## config.mk

```make
export PLATFORM = sky130hd
export DESIGN_NAME = dcs_ctrl_status
export DESIGN_NICKNAME = d
export VERILOG_FILES = /design/src/rtl/dcs_pkg.sv /design/src/rtl/dcs_bkpt_reg.sv /design/src/rtl/dcs_ctrl_status.sv
export SDC_FILE = /design/constraint.sdc
export NUM_CORES = 1
export LEC_CHECK = 0
export BUFFER_PORTS_ARGS = -buffer_cell sky130_fd_sc_hd__buf_2
export CAP_MARGIN = 10
export CELL_PAD_IN_SITES_DETAIL_PLACEMENT = 1
export CELL_PAD_IN_SITES_GLOBAL_PLACEMENT = 1
export CORE_MARGIN = 2
export CORE_UTILIZATION = 39
export DETAILED_ROUTE_END_ITERATION = 8
export GPL_TIMING_DRIVEN = 0
export PLACE_DENSITY = 0.82
export SLEW_MARGIN = 20
export SYNTH_ARGS = -nofsm -noshare
export SYNTH_HDL_FRONTEND = slang
export SYNTH_SLANG_ARGS = --single-unit
```

## constraint.sdc

```tcl
create_clock -name i_clk -period 4.7 [get_ports i_clk]
set_clock_uncertainty 0.05 [all_clocks]
set_input_delay 0.94 -clock i_clk [delete_from_list [all_inputs] [get_ports i_clk]]
set_output_delay 0.94 -clock i_clk [all_outputs]
set_load 0.05 [all_outputs]
```

## src/rtl/dcs_pkg.sv

```systemverilog
package dcs_pkg;

  // serial command codes
  localparam logic [7:0] CMD_READ_STATUS   = 8'he4;
  localparam logic [7:0] CMD_WRITE_CONTROL = 8'hc4;
  localparam logic [7:0] CMD_READ_BKPT     = 8'he2;
  localparam logic [7:0] CMD_WRITE_BKPT    = 8'hc2;
  localparam logic [7:0] CMD_BACKGROUND    = 8'h90;

  // control/status field positions
  localparam int BIT_HALT_PERMIT   = 7;
  localparam int BIT_HALTED        = 6;
  localparam int BIT_BKPT_ENABLE   = 5;
  localparam int BIT_FORCE_TAG     = 4;
  localparam int BIT_CLOCK_SELECT  = 3;
  localparam int BIT_LOW_POWER     = 2;
  localparam int BIT_LP_FAILURE    = 1;
  localparam int BIT_SLOW_FAILURE  = 0;

  // reset values
  localparam logic [7:0]  RESET_CONTROL = 8'h00;
  localparam logic [15:0] RESET_BKPT    = 16'h0000;

  localparam int REG_WIDTH  = 8;
  localparam int ADDR_WIDTH = 16;

  // decoded command from the serial front end
  typedef struct packed {
    logic        valid;
    logic [7:0]  code;
    logic [15:0] data;
  } dcs_cmd_t;

  // cpu-side observation
  typedef struct packed {
    logic        halted;
    logic        low_power;
    logic        lp_from_bkgd;
    logic        mem_cmd_failed_lp;
    logic        addr_valid;
    logic [15:0] addr;
  } dcs_cpu_t;

endpackage

```

## src/rtl/dcs_bkpt_reg.sv

```systemverilog
`timescale 1ns/1ps
`default_nettype none
// breakpoint match address storage with registered compare
module dcs_bkpt_reg #(
  parameter int WIDTH = 16
) (
  input  wire logic             i_clk,
  input  wire logic             i_reset,
  input  wire logic             i_ce,
  input  wire logic             i_we,
  input  wire logic [WIDTH-1:0] i_wdata,
  input  wire logic [WIDTH-1:0] i_cmp_addr,
  input  wire logic             i_cmp_valid,
  output logic      [WIDTH-1:0] o_rdata,
  output logic                  o_match
);

  logic [WIDTH-1:0] match_addr_q;
  logic             match_q;

  always_ff @(posedge i_clk) begin
    if (i_reset) begin
      match_addr_q <= WIDTH'(dcs_pkg::RESET_BKPT);
    end else if (i_ce && i_we) begin
      match_addr_q <= i_wdata;
    end
  end

  always_ff @(posedge i_clk) begin
    if (i_reset) begin
      match_q <= 1'b0;
    end else if (i_ce) begin
      match_q <= i_cmp_valid && (i_cmp_addr == match_addr_q);
    end
  end

  assign o_rdata = match_addr_q;
  assign o_match = match_q;

endmodule
`default_nettype wire

```

## src/rtl/dcs_ctrl_status.sv

```systemverilog
`timescale 1ns/1ps
`default_nettype none
// Summary of operation
// 8-bit control/status register, controls plus status
// 16-bit breakpoint match address register
// reachable only by serial debug commands
// halt-permit write ignored while halted
// four status flags are read-only
// clock select always writable, resets to 0
// halt-permit holds until reset; 0 refuses halt; code rewrites it on any unblocked control write while not halted
// halted flag shows debug-mode halt
// breakpoint disabled ignores type and address
// force mode: match halts at instruction boundary
// tag mode: tagged opcode halts at queue end
// low-power flag: wait/stop or halted from it
// in wait/stop only halt request operates; code also lets status reads and clock select writes through
// host confirms halted flag after forcing halt
// low-power failure flag on conflicting access
// host recovers low-power failure by halt, retry
// slow-access failure flag always zero
// status read code e4 returns register
// control write code c4 updates writable bits
// breakpoint enable resets to 0
module dcs_ctrl_status #(
  parameter int ADDR_W = dcs_pkg::ADDR_WIDTH
) (
  input  wire logic             i_clk,
  input  wire logic             i_reset,
  input  wire logic             i_ce,
  input  var  dcs_pkg::dcs_cmd_t i_cmd,
  input  var  dcs_pkg::dcs_cpu_t i_cpu,
  input  wire logic             i_tag_at_queue_end,
  output logic                  o_rsp_valid,
  output logic [15:0]           o_rsp_data,
  output logic                  o_cmd_refused,
  output logic                  o_halt_request,
  output logic                  o_force_bkpt,
  output logic                  o_tag_opcode,
  output logic                  o_tag_halt,
  output logic                  o_comm_clock_select
);

  // writable controls
  logic halt_permit_q;
  logic breakpoint_enable_q;
  logic force_or_tag_select_q;
  logic comm_clock_select_q;
  // status
  logic low_power_failure_flag_q;
  logic low_power_flag;
  logic halted_flag;
  logic slow_access_failure_flag;

  logic [15:0] rsp_data_q;
  logic        rsp_valid_q;
  logic        refused_q;
  logic        halt_req_q;

  logic        is_status_rd;
  logic        is_ctrl_wr;
  logic        is_bkpt_rd;
  logic        is_bkpt_wr;
  logic        is_bkgd;
  logic        blocked;
  logic        bkpt_match;
  logic [15:0] bkpt_rdata;
  logic [7:0]  status_byte;

  // only the serial command path reaches these registers; no cpu bus port exists
  assign is_status_rd = i_cmd.valid && (i_cmd.code == dcs_pkg::CMD_READ_STATUS);
  assign is_ctrl_wr   = i_cmd.valid && (i_cmd.code == dcs_pkg::CMD_WRITE_CONTROL);
  assign is_bkpt_rd   = i_cmd.valid && (i_cmd.code == dcs_pkg::CMD_READ_BKPT);
  assign is_bkpt_wr   = i_cmd.valid && (i_cmd.code == dcs_pkg::CMD_WRITE_BKPT);
  assign is_bkgd      = i_cmd.valid && (i_cmd.code == dcs_pkg::CMD_BACKGROUND);

  // status reads stay allowed so the host can see the low-power flag
  assign blocked = i_cpu.low_power && !i_cpu.halted && !is_bkgd && !is_status_rd;

  assign halted_flag              = i_cpu.halted;
  assign low_power_flag           = i_cpu.low_power || (i_cpu.halted && i_cpu.lp_from_bkgd);
  assign slow_access_failure_flag = 1'b0;

  assign status_byte = {halt_permit_q, halted_flag, breakpoint_enable_q,
                        force_or_tag_select_q, comm_clock_select_q, low_power_flag,
                        low_power_failure_flag_q, slow_access_failure_flag};

  always_ff @(posedge i_clk) begin
    if (i_reset) begin
      halt_permit_q <= dcs_pkg::RESET_CONTROL[dcs_pkg::BIT_HALT_PERMIT];
    end else if (i_ce && is_ctrl_wr && !blocked && !i_cpu.halted) begin
      halt_permit_q <= i_cmd.data[dcs_pkg::BIT_HALT_PERMIT];
    end
  end

  always_ff @(posedge i_clk) begin
    if (i_reset) begin
      breakpoint_enable_q   <= dcs_pkg::RESET_CONTROL[dcs_pkg::BIT_BKPT_ENABLE];
      force_or_tag_select_q <= dcs_pkg::RESET_CONTROL[dcs_pkg::BIT_FORCE_TAG];
    end else if (i_ce && is_ctrl_wr && !blocked) begin
      breakpoint_enable_q   <= i_cmd.data[dcs_pkg::BIT_BKPT_ENABLE];
      force_or_tag_select_q <= i_cmd.data[dcs_pkg::BIT_FORCE_TAG];
    end
  end

  // clock select is writable in every state
  always_ff @(posedge i_clk) begin
    if (i_reset) begin
      comm_clock_select_q <= dcs_pkg::RESET_CONTROL[dcs_pkg::BIT_CLOCK_SELECT];
    end else if (i_ce && is_ctrl_wr) begin
      comm_clock_select_q <= i_cmd.data[dcs_pkg::BIT_CLOCK_SELECT];
    end
  end

  // set wins over clear; a new halt starts a fresh recovery so halt clears it
  always_ff @(posedge i_clk) begin
    if (i_reset) begin
      low_power_failure_flag_q <= dcs_pkg::RESET_CONTROL[dcs_pkg::BIT_LP_FAILURE];
    end else if (i_ce) begin
      if (i_cpu.mem_cmd_failed_lp) begin
        low_power_failure_flag_q <= 1'b1;
      end else if (halt_req_q) begin
        low_power_failure_flag_q <= 1'b0;
      end
    end
  end
  // control write never touches halted, low-power or failure flags              //

  always_ff @(posedge i_clk) begin
    if (i_reset) begin
      halt_req_q <= 1'b0;
    end else if (i_ce) begin
      halt_req_q <= is_bkgd && halt_permit_q && !i_cpu.halted;
    end
  end

  always_ff @(posedge i_clk) begin
    if (i_reset) begin
      rsp_valid_q <= 1'b0;
      rsp_data_q  <= 16'h0000;
      refused_q   <= 1'b0;
    end else if (i_ce) begin
      rsp_valid_q <= (is_status_rd || is_bkpt_rd) && !blocked;
      refused_q   <= (i_cmd.valid && blocked) || (is_bkgd && !halt_permit_q);
      if (is_status_rd) begin
        rsp_data_q <= {8'h00, status_byte};
      end else if (is_bkpt_rd && !blocked) begin
        rsp_data_q <= bkpt_rdata;
      end
    end
  end

  dcs_bkpt_reg #(
    .WIDTH (ADDR_W)
  ) u_bkpt (
    .i_clk       (i_clk),
    .i_reset     (i_reset),
    .i_ce        (i_ce),
    .i_we        (is_bkpt_wr && !blocked),
    .i_wdata     (i_cmd.data[ADDR_W-1:0]),
    .i_cmp_addr  (i_cpu.addr[ADDR_W-1:0]),
    .i_cmp_valid (i_cpu.addr_valid && !i_cpu.halted),
    .o_rdata     (bkpt_rdata),
    .o_match     (bkpt_match)
  );

  // breakpoints need halt permission as well, or the cpu could not stop
  assign o_force_bkpt   = breakpoint_enable_q && halt_permit_q && force_or_tag_select_q && bkpt_match;
  assign o_tag_opcode   = breakpoint_enable_q && halt_permit_q && !force_or_tag_select_q && bkpt_match;
  assign o_tag_halt     = breakpoint_enable_q && halt_permit_q && !force_or_tag_select_q
                          && i_tag_at_queue_end;
  assign o_halt_request = halt_req_q;
  assign o_rsp_valid    = rsp_valid_q;
  assign o_rsp_data     = rsp_data_q;
  assign o_cmd_refused  = refused_q;
  assign o_comm_clock_select = comm_clock_select_q;

endmodule
`default_nettype wire

```

## Word-level counts from Yosys, hierarchy flattened

Cells that the tools add are included.

- Muxes and demuxes: 4
- Equal/unequal tests: 6
- Reduce and logical (&&, ||, !) cells: 41

Operators by type and width:

| kind | number |
|---|---|
| 8-bit equality test, second input constant | 5 |
| 16-bit 2-to-1 mux | 2 |
| 1-bit logical AND | 28 |
| 16-bit equality test | 1 |
| 1-bit logical NOT | 6 |
| 2-bit AND reduction | 2 |
| 2-bit nonzero test | 2 |
| 1-bit logical OR | 3 |
| 1-bit 2-to-1 mux | 2 |

- Flip-flop bits (word level): 41
- Word-level logic and storage cells: 62

## Logic depth before layout (Yosys ltp)

Gate-level depths: netlist (run 1).

- Word-level depth: 9
- Gate-level depth with buffers: 7
- Depth with buffers taken out: 4

## Cells and area by module

A second synthesis (run 1) with hierarchy kept.

- Cell total of the unflattened synthesis: 244
- Area total of the unflattened synthesis: 2058.2 µm²

By module, submodules not included:

| module | area an instance (µm²) | cells an instance | instances |
|---|---|---|---|
| dcs_ctrl_status | 1286.2 | 146 | 1 |
| dcs_bkpt_reg | 772.0 | 98 | 1 |

## Worst setup path before layout (run 1)

OpenSTA, ideal clock, no wires.

- Path kind: in2out
- From: input i_tag_at_queue_end
- To: output o_tag_halt
- Stages on the path: 1
- Arrival time: 1427 ps
- Data required time: 3710 ps
- Path slack: 2283 ps
- Path buffers: 0
- Cell sequence: and4_1

- Cells in the longest elaborated chain, start to end: 1

RTL lines:

| what | line | source |
|---|---|---|
| start: declaration | dcs_ctrl_status.sv:32 | `input wire logic i_tag_at_queue_end,` |
| 1-bit logical AND | dcs_ctrl_status.sv:170 | `&& i_tag_at_queue_end;` |
| end: declaration | dcs_ctrl_status.sv:39 | `output logic o_tag_halt,` |

Every way passes these cells.

## Worst setup path in the final report (run 1)

- From: input i_cmd[19] (netlist name)
- To: register rsp_data_q[7], in the netlist o_rsp_data[7]

- Cells in the longest elaborated chain, start to end: 9
- Elaborated cells between the ends (all ways): 15
- Those cells by class: eq/ne: 3; mux: 1; reduce/logical: 11

RTL lines:

| what | line | source |
|---|---|---|
| start: declaration | dcs_ctrl_status.sv:30 | `input var dcs_pkg::dcs_cmd_t i_cmd,` |
| 8-bit equality test | dcs_ctrl_status.sv:74 | `assign is_bkgd = i_cmd.valid && (i_cmd.code == dcs_pkg::CMD_BACKGROUND);` |
| 1-bit logical AND | dcs_ctrl_status.sv:74 |  |
| 1-bit logical NOT | dcs_ctrl_status.sv:77 | `assign blocked = i_cpu.low_power && !i_cpu.halted && !is_bkgd && !is_status_rd;` |
| 1-bit logical AND (2 in a row) | dcs_ctrl_status.sv:77 |  |
| 1-bit logical NOT | dcs_ctrl_status.sv:146 | `end else if (is_bkpt_rd && !blocked) begin` |
| 1-bit logical AND | dcs_ctrl_status.sv:146 |  |
| 2-bit nonzero test (no source line) | - |  |
| 2-bit AND reduction (no source line) | - |  |
| end signal: assignment | dcs_ctrl_status.sv:145 | `rsp_data_q <= {8'h00, status_byte};` |
| end signal: assignment | dcs_ctrl_status.sv:147 | `rsp_data_q <= bkpt_rdata;` |
| end: declaration | dcs_ctrl_status.sv:54 | `logic [15:0] rsp_data_q;` |

Several ways; a longest one is shown, not always the timed one.
A chain may end at the register's enable or synchronous reset.

==> results of run 1 <==
-- logic make-up (layout without fill, tap and decap cells) --
kind of cell / count (synthesis) / after routing / synth area share [%]
buffers and inverters: 16 / 96 / 3.95
flip-flops: 41 / 41 / 39.2
AND/OR/NAND/NOR: 89 / 89 / 22.8
multiplexers: 35 / 35 / 16.7
AO/OA/AOI/OAI: 25 / 25 / 10.2
XOR/XNOR: 17 / 17 / 7.11
-- final cells by class --
class / count / area (um2)
inverters: 3 / 11.3
repair buffers: 72 / 360
fillers: 668 / 2490
multi-input cells: 166 / 1190
flip-flops and latches: 41 / 821
plain buffers: 13 / 71.3
clock buffers: 6 / 72.6
well taps: 70 / 87.6
clock inverters: 2 / 38.8
-- worst max-delay path by stage --
stage	startpoint	end	slack [ns]	cells past startpoint
after global placement	i_cmd[19]	o_rsp_data[7]$_SDFFE_PP0P_	1.90	6
after floorplan	i_tag_at_queue_end	o_tag_halt	2.28	1
after detailed placement	i_cmd[19]	o_rsp_data[7]$_SDFFE_PP0P_	1.90	6
after CTS	i_cmd[19]	o_rsp_data[7]$_SDFFE_PP0P_	2.18	6
after global routing	i_cmd[19]	o_rsp_data[7]$_SDFFE_PP0P_	1.97	6
final	i_cmd[19]	o_rsp_data[7]$_SDFFE_PP0P_	2.19	6
-- power groups by stage --
stage | Sequential [W] | Combinational (W) | Clock (W)
after global routing | 0.000349 | 0.0000713 | 0.000308
after detailed placement | 0.000357 | 0.0000654 | 0
final | 0.000349 | 0.0000654 | 0.000288
after floorplan | 0.000359 | 0.0000272 | 0
after CTS | 0.000349 | 0.0000658 | 0.000293
after global placement | 0.000357 | 0.0000633 | 0
-- metal layers --
layer / part of all wire [%] / vias up / global-route usage [%]
li1: - / 961 / -
met1: 42 / 951 / 24.7
met2: 52 / 47 / 39.8
met3: 4.8 / 7 / 6.00
met4: 0.92 / 0 / 5.36
met5: 0 / - / 0
-- critical path, stage by stage --
cell and delay [ns]:
buf_2 0.12, nor3_2 0.49, nand3_2 0.34, buf_4 0.28, mux2i_1 0.15, a2111oi_2 0.35
-- layout by cell type, fill, tap and decap left out, types with 2 or more instances in the layout --
cell type	count
xnor2_1	2
nor4_1	3
a2111oi_0	4
mux2i_1	35
nor4bb_1	2
nor2_1	27
nand3b_1	2
nand2_1	16
buf_6	2
nor3_1	7
a211oi_1	2
a21oi_1	4
and4_1	2
xor2_1	15
o21ai_0	3
dfxtp_1	41
nand3_1	13
inv_1	2
nand2b_1	3
clkbuf_8	5
a2111oi_2	2
buf_2	75
clkbuf_1	8
-- synth_stat cells (2+ instances only) --
cell type  instances  area (um2)
nor4bb_1           2        20.0
nand2_1           16        60.1
xnor2_1            2        17.5
buf_2              3        15.0
a21oi_1            4        20.0
nand3b_1           2        15.0
buf_6              2        22.5
nand2b_1           3        18.8
inv_1              2        7.51
dfxtp_1           41         821
clkbuf_1           7        26.3
a2111oi_0          4        35.0
a2111oi_2          2        30.0
o21ai_0            3        15.0
mux2i_1           35         350
nand3_1           13        65.1
nor3_1             7        35.0
nor4_1             3        18.8
xor2_1            15         131
nor2_1            27         101
and4_1             2        17.5
a211oi_1           2        15.0
-- metrics by stage --
stage                     worst slack (ns)  utilization (%)  cell area [um2]
after floorplan                       2.28                -             2090
after global placement                1.90             49.4             2540
after detailed placement              1.90             49.4             2540
after CTS                             2.18             51.6             2650
after global routing                  1.97             51.6             2650
final                                 2.19             51.6             2650
==> metrics.txt, run 1 <==
worst-skew pair later-pin latency 0.30 ns; DRT antenna net count 0; Slew Viols, Final 0; # setup viols final 0; Die Wd 77.3 um; setup TNS 0 ns; number of gates resized after cts 0; TritonCTS clock tree done; Post-synth EDFFs 0; Reg2Reg Launch Point u_bkpt.o_rdata[15]$_SDFFE_PP0P_; actual slew at the worst max-slew pin 0.650 ns; crit path kind input pin to register; core area 5140 um2; GRT Total Usage 21.7%; global-route wire length before repair 10.1 mm; status finished, final reports clean; Leak 1.13 nW; #FFs+latches synth 41; Clock Path Buffers 2; synthesized net count 273; Worst Reg2Reg Path Length in Cells 4; vias in the first global route 2021; synthesized area 2090 um2; Hold Path Origin o_rsp_data[15]$_SDFFE_PP0P_; final hold vios 0; Num CTS Buffers 5; RSZ-0062 raised after global routing no; P&R area growth vs syn 26.7%; grt ovf 0; pwr dens 265 nW/um2; Max Fclk 0.398 GHz; top_reg_cell synth dfxtp_1; Comb power frac 9.3%; antenna violations before repair 0; final std cells w/o fill 373; Boundary Pins 73; Detailed Routing Iterations Pass 1 4; Power Total 0.000703 W; maxcap violations 0; Worst Hold End o_rsp_data[15]$_SDFFE_PP0P_; Clock power frac 41.0%; WHS 0.407 ns; Via-to-Cell Ratio 5.27; Hold Path Depth 2; Vias 1966; switch share 23.8%; post-CTS setup buffers 0; Placer Congestion 0.768; startpoint types input pin; Post-DP HPWL 4.87 mm; die area 5970 um2; synth warn 0; post-synthesis cell type count 48; Worst Hold Class register to register; Rows 26; Post-synth ARST share 0%; crit-path max FO 10; Net Sw Power 0.000167 W; maximum VDD drop 0.178 mV; Post-layout nets 352; Post-Syn Instances 223; Tmin final 2.51 ns; Mean Syn Cell Area 9.39 um2; layout cell share with drive strength beyond 1 31.4%; IO buf count 72; sequential fraction of design power 49.7%; CTS clk-pin slew, worst paths 0.08 ns; initial DRC count 66; Post-CTS Hold Fix Bufs 0; Power Internal 0.000536 W; Starting Density 40.7%; endpoint of the worst-slack reg-to-reg timing path u_bkpt.o_match$_SDFFE_PP0P_; normalized max-slew margin 56.3%; DRC errors left 0; crit share post-route 53.5%; largest net degree at the start of global routing 14; reg2reg setup slack 3.42 ns; WP data required 4.85 ns; sequential share of the synthesized area 39.2%; H-tree depth 2; Avg WL per Cell 16.9 um; ant diodes 0; Worst setup EP type register; CTS sink count 41; DRT Wirelength 6.32 mm; Critical Path AT 2.66 ns; Placed Cells incl. Taps 365; Die Y 77.3 um; clk root buf clkbuf_8
Power figures use the tool's default switching activity.
==> run 2: changes to the inputs <==
Settings changed: ABC_AREA set to 1, CORE_UTILIZATION 39 to 34, PLACE_DENSITY 0.82 to 0.78.
Clock period 4.7 ns to 2.54 ns, I/O delays scaled along.
==> metrics.txt, run 2 <==
Slew Viols, Final 0 (unchanged); synthesized area 2310 um2 (was 2090 um2); Met3 Wirelength 221 um (was 305 um); CTS sink count 41 (unchanged); RSZ-0062 raised after global routing no (unchanged); setup TNS 0 ns (unchanged); global-route wire length before repair 11.3 mm (was 10.1 mm); status finished, final reports clean (unchanged); Rows 30 (was 26); Starting Density 34.5% (was 40.7%); actual slew at the worst max-slew pin 0.508 ns (was 0.650 ns); Worst Hold End u_bkpt.o_rdata[9]$_SDFFE_PP0P_ (was o_rsp_data[15]$_SDFFE_PP0P_); sequential share of the synthesized area 35.6% (was 39.2%); crit share post-route 70.9%; Net Sw Power 0.000303 W (was 0.000167 W); top layer in use met4 (unchanged); Clock power frac 42.1% (was 41.0%); die area 7460 um2 (was 5970 um2); reg2reg setup slack 1.21 ns (was 3.42 ns); maximum VDD drop 0.208 mV (was 0.178 mV); Mean Syn Cell Area 6.02 um2 (was 9.39 um2); top_reg_cell synth dfxtp_1 (unchanged); grt ovf 0 (unchanged); largest net degree at the start of global routing 13 (was 14); Comb power frac 8.8% (was 9.3%); switch share 23.1% (was 23.8%); commonest cells in the netlist 129 x nand2_1, 85 x nor2_1, 56 x inv_1 (was 41 x dfxtp_1, 35 x mux2i_1, 27 x nor2_1); CTS clk-pin slew, worst paths 0.08 ns (about the same); worst stage delay on the critical path 0.41 ns (was 0.49 ns); crit path kind register to output pin (was input pin to register); DRC errors left 0 (unchanged); synth warn 0 (unchanged); CP max-delay cell dfxtp_1 (was nor3_2); Worst setup EP type output pin (was register); layout cell share with drive strength beyond 1 21.9% (was 31.4%); area leader, netlist dfxtp_1 (unchanged); Post-layout nets 511 (was 352); Post-synth EDFFs 0 (unchanged); Max Fclk 0.555 GHz; endpoint of the worst-slack reg-to-reg timing path u_bkpt.o_match$_SDFFE_PP0P_ (unchanged); Worst Hold Class input pin to register (was register to register); post-synthesis cell type count 25 (was 48); Vias 2467 (was 1966); initial DRC count 60 (was 66); DRT Wirelength 6.63 mm (was 6.32 mm); GRT Total Usage 19.0% (was 21.7%); Post-DP HPWL 5.43 mm (was 4.87 mm); most instantiated library cell after synthesis nand2_1 (was dfxtp_1); Reg2Reg Launch Point u_bkpt.o_rdata[8]$_SDFFE_PP0P_ (was u_bkpt.o_rdata[15]$_SDFFE_PP0P_); most common cell after layout, fill and taps aside nand2_1 (was buf_2); final hold vios 0 (unchanged); ant diodes 0 (unchanged); Boundary Pins 73 (unchanged); pwr dens 457 nW/um2 (was 265 nW/um2); Post-CTS Hold Fix Bufs 0 (unchanged); core area 6680 um2 (was 5140 um2); post-CTS setup buffers 0 (unchanged); Via-to-Cell Ratio 4.55 (was 5.27); share of the synthesized area in the top cell type 35.6% (was 39.2%); synthesized net count 433 (was 273); Avg WL per Cell 12.2 um (was 16.9 um); number of gates resized after cts 0 (unchanged); Metal-1 WL 3.13 mm (was 2.65 mm); Power Internal 0.00101 W (was 0.000536 W); met2 WL 3.19 mm (was 3.31 mm); antenna violations before repair 0 (unchanged); worst-skew pair later-pin latency 0.30 ns (about the same); Post-synth ARST share 0% (unchanged); Tmin final 1.80 ns; Placer Congestion 0.767 (was 0.768); Leak 1.63 nW (was 1.13 nW); WHS 0.377 ns (was 0.407 ns); Worst Reg2Reg Path Length in Cells 8 (was 4); # setup viols final 0 (unchanged); Clock Path Buffers 2 (unchanged); IO buf count 71 (was 72); WP data required 1.98 ns (was 4.85 ns); DRT antenna net count 0 (unchanged); maxcap violations 0 (unchanged); worst path cell trace nand2_1 -> nor3_1 -> buf_2 (was buf_2 -> nor3_2 -> nand3_2 -> buf_4 -> mux2i_1 -> a2111oi_2); Die Y 86.4 um (was 77.3 um); clk root buf clkbuf_8 (unchanged); Critical Path AT 1.24 ns (was 2.66 ns); startpoint types register (was input pin); sequential fraction of design power 49.1% (was 49.7%); Detailed Routing Iterations Pass 1 4 (unchanged); commonest cells after routing, fill and taps aside 129 x nand2_1, 85 x nor2_1, 75 x buf_2, 56 x inv_1, 41 x dfxtp_1 (was 75 x buf_2, 41 x dfxtp_1, 35 x mux2i_1, 27 x nor2_1, 16 x nand2_1); post-layout util 43.1% (was 51.6%); Post-Syn Instances 383 (was 223); #FFs+latches synth 41 (unchanged); Num CTS Buffers 5 (unchanged); Hold Path Depth 3 (was 2); normalized max-slew margin 66.2% (was 56.3%); vias in the first global route 2471 (was 2021); H-tree depth 2 (unchanged); Hold Path Origin i_cmd[9] (was o_rsp_data[15]$_SDFFE_PP0P_); Setup crit start halt_permit_q$_SDFFE_PP0P_ (was i_cmd[19]); synth top area cells dfxtp_1 36%, nand2_1 21%, nor2_1 14% (was dfxtp_1 39%, mux2i_1 17%, xor2_1 6.3%); TritonCTS clock tree done (unchanged); Power Total 0.00132 W (was 0.000703 W); P&R area growth vs syn 24.8% (was 26.7%); crit-path max FO 3 (was 10); Die Wd 86.4 um (was 77.3 um)
## run 2: changes by cell type in the layout (fill, tap and decap cells not counted), sizes merged, moves of 7 or more
cell     previous run  this run
a2111oi             7         0
inv                 2        58
mux2i              35         0
nand2              16       135
nand3              14        22
nor2               27        88
xor2               15         4
## run 2: how the worst max path moves through the flow
stage | end | slack (ns) | cells after the start
floorplan | o_force_bkpt | 0.52 | 2
global placement | o_rsp_data[4]$_SDFFE_PP0P_ | 0.65 | 9
detailed placement | o_rsp_data[5]$_SDFFE_PP0P_ | 0.61 | 11
CTS | o_force_bkpt | 0.73 | 3
global route | o_force_bkpt | 0.61 | 3
finish | o_force_bkpt | 0.74 | 3
## run 2: kinds of logic after synthesis
group	Yosys count	synth area share, %
DFF	41	35.6
and+or+nand+nor	254	46.2
buffers and inverters	71	13.6
xor gates and xnor gates	6	2.28
AOI/OAI and AO/OA	11	2.39
## run 2: power by group through the flow
stage	clock network, W	logic, W	registers, W
6_report	0.000554	0.000116	0.000646
2_1_floorplan	0	0.0000516	0.000664
5_1_grt	0.000601	0.000130	0.000646
4_1_cts	0.000573	0.000117	0.000646
3_5_place_dp	0	0.000116	0.000661
3_3_place_gp	0	0.000113	0.000661
## run 2: metrics by stage
stage	std cells	worst slack (ns)	cell area (um2)
floorplan	383	0.518	2310
global placement	534	0.651	2760
detailed placement	534	0.607	2760
CTS	542	0.725	2880
global route	542	0.612	2880
finish	542	0.739	2880
## run 2: metal layers
| layer | vias up | global-route usage [%] |
|---|---|---|
| met3 | 8 | 3.33 |
| met4 | 0 | 5.26 |
| met1 | 1133 | 24.5 |
| li1 | 1285 | - |
| met5 | - | 0 |
| met2 | 41 | 32.7 |
## run 2: cell type report
cell class,instances,area (um2)
clock buffers,7,86.3
fillers,956,3800
flip-flops and latches,41,821
inverters,59,221
multi-input cells,271,1170
clock inverters,1,30.0
plain buffers,12,91.3
repair buffers,71,355
well taps,80,100
## run 2: worst max-delay path, delay by kind of cell, from the launching register on
family / cells / cell delay, ns
buffers and inverters: 1 / 0.28
and+or+nand+nor: 2 / 0.25
DFF: 1 / 0.41
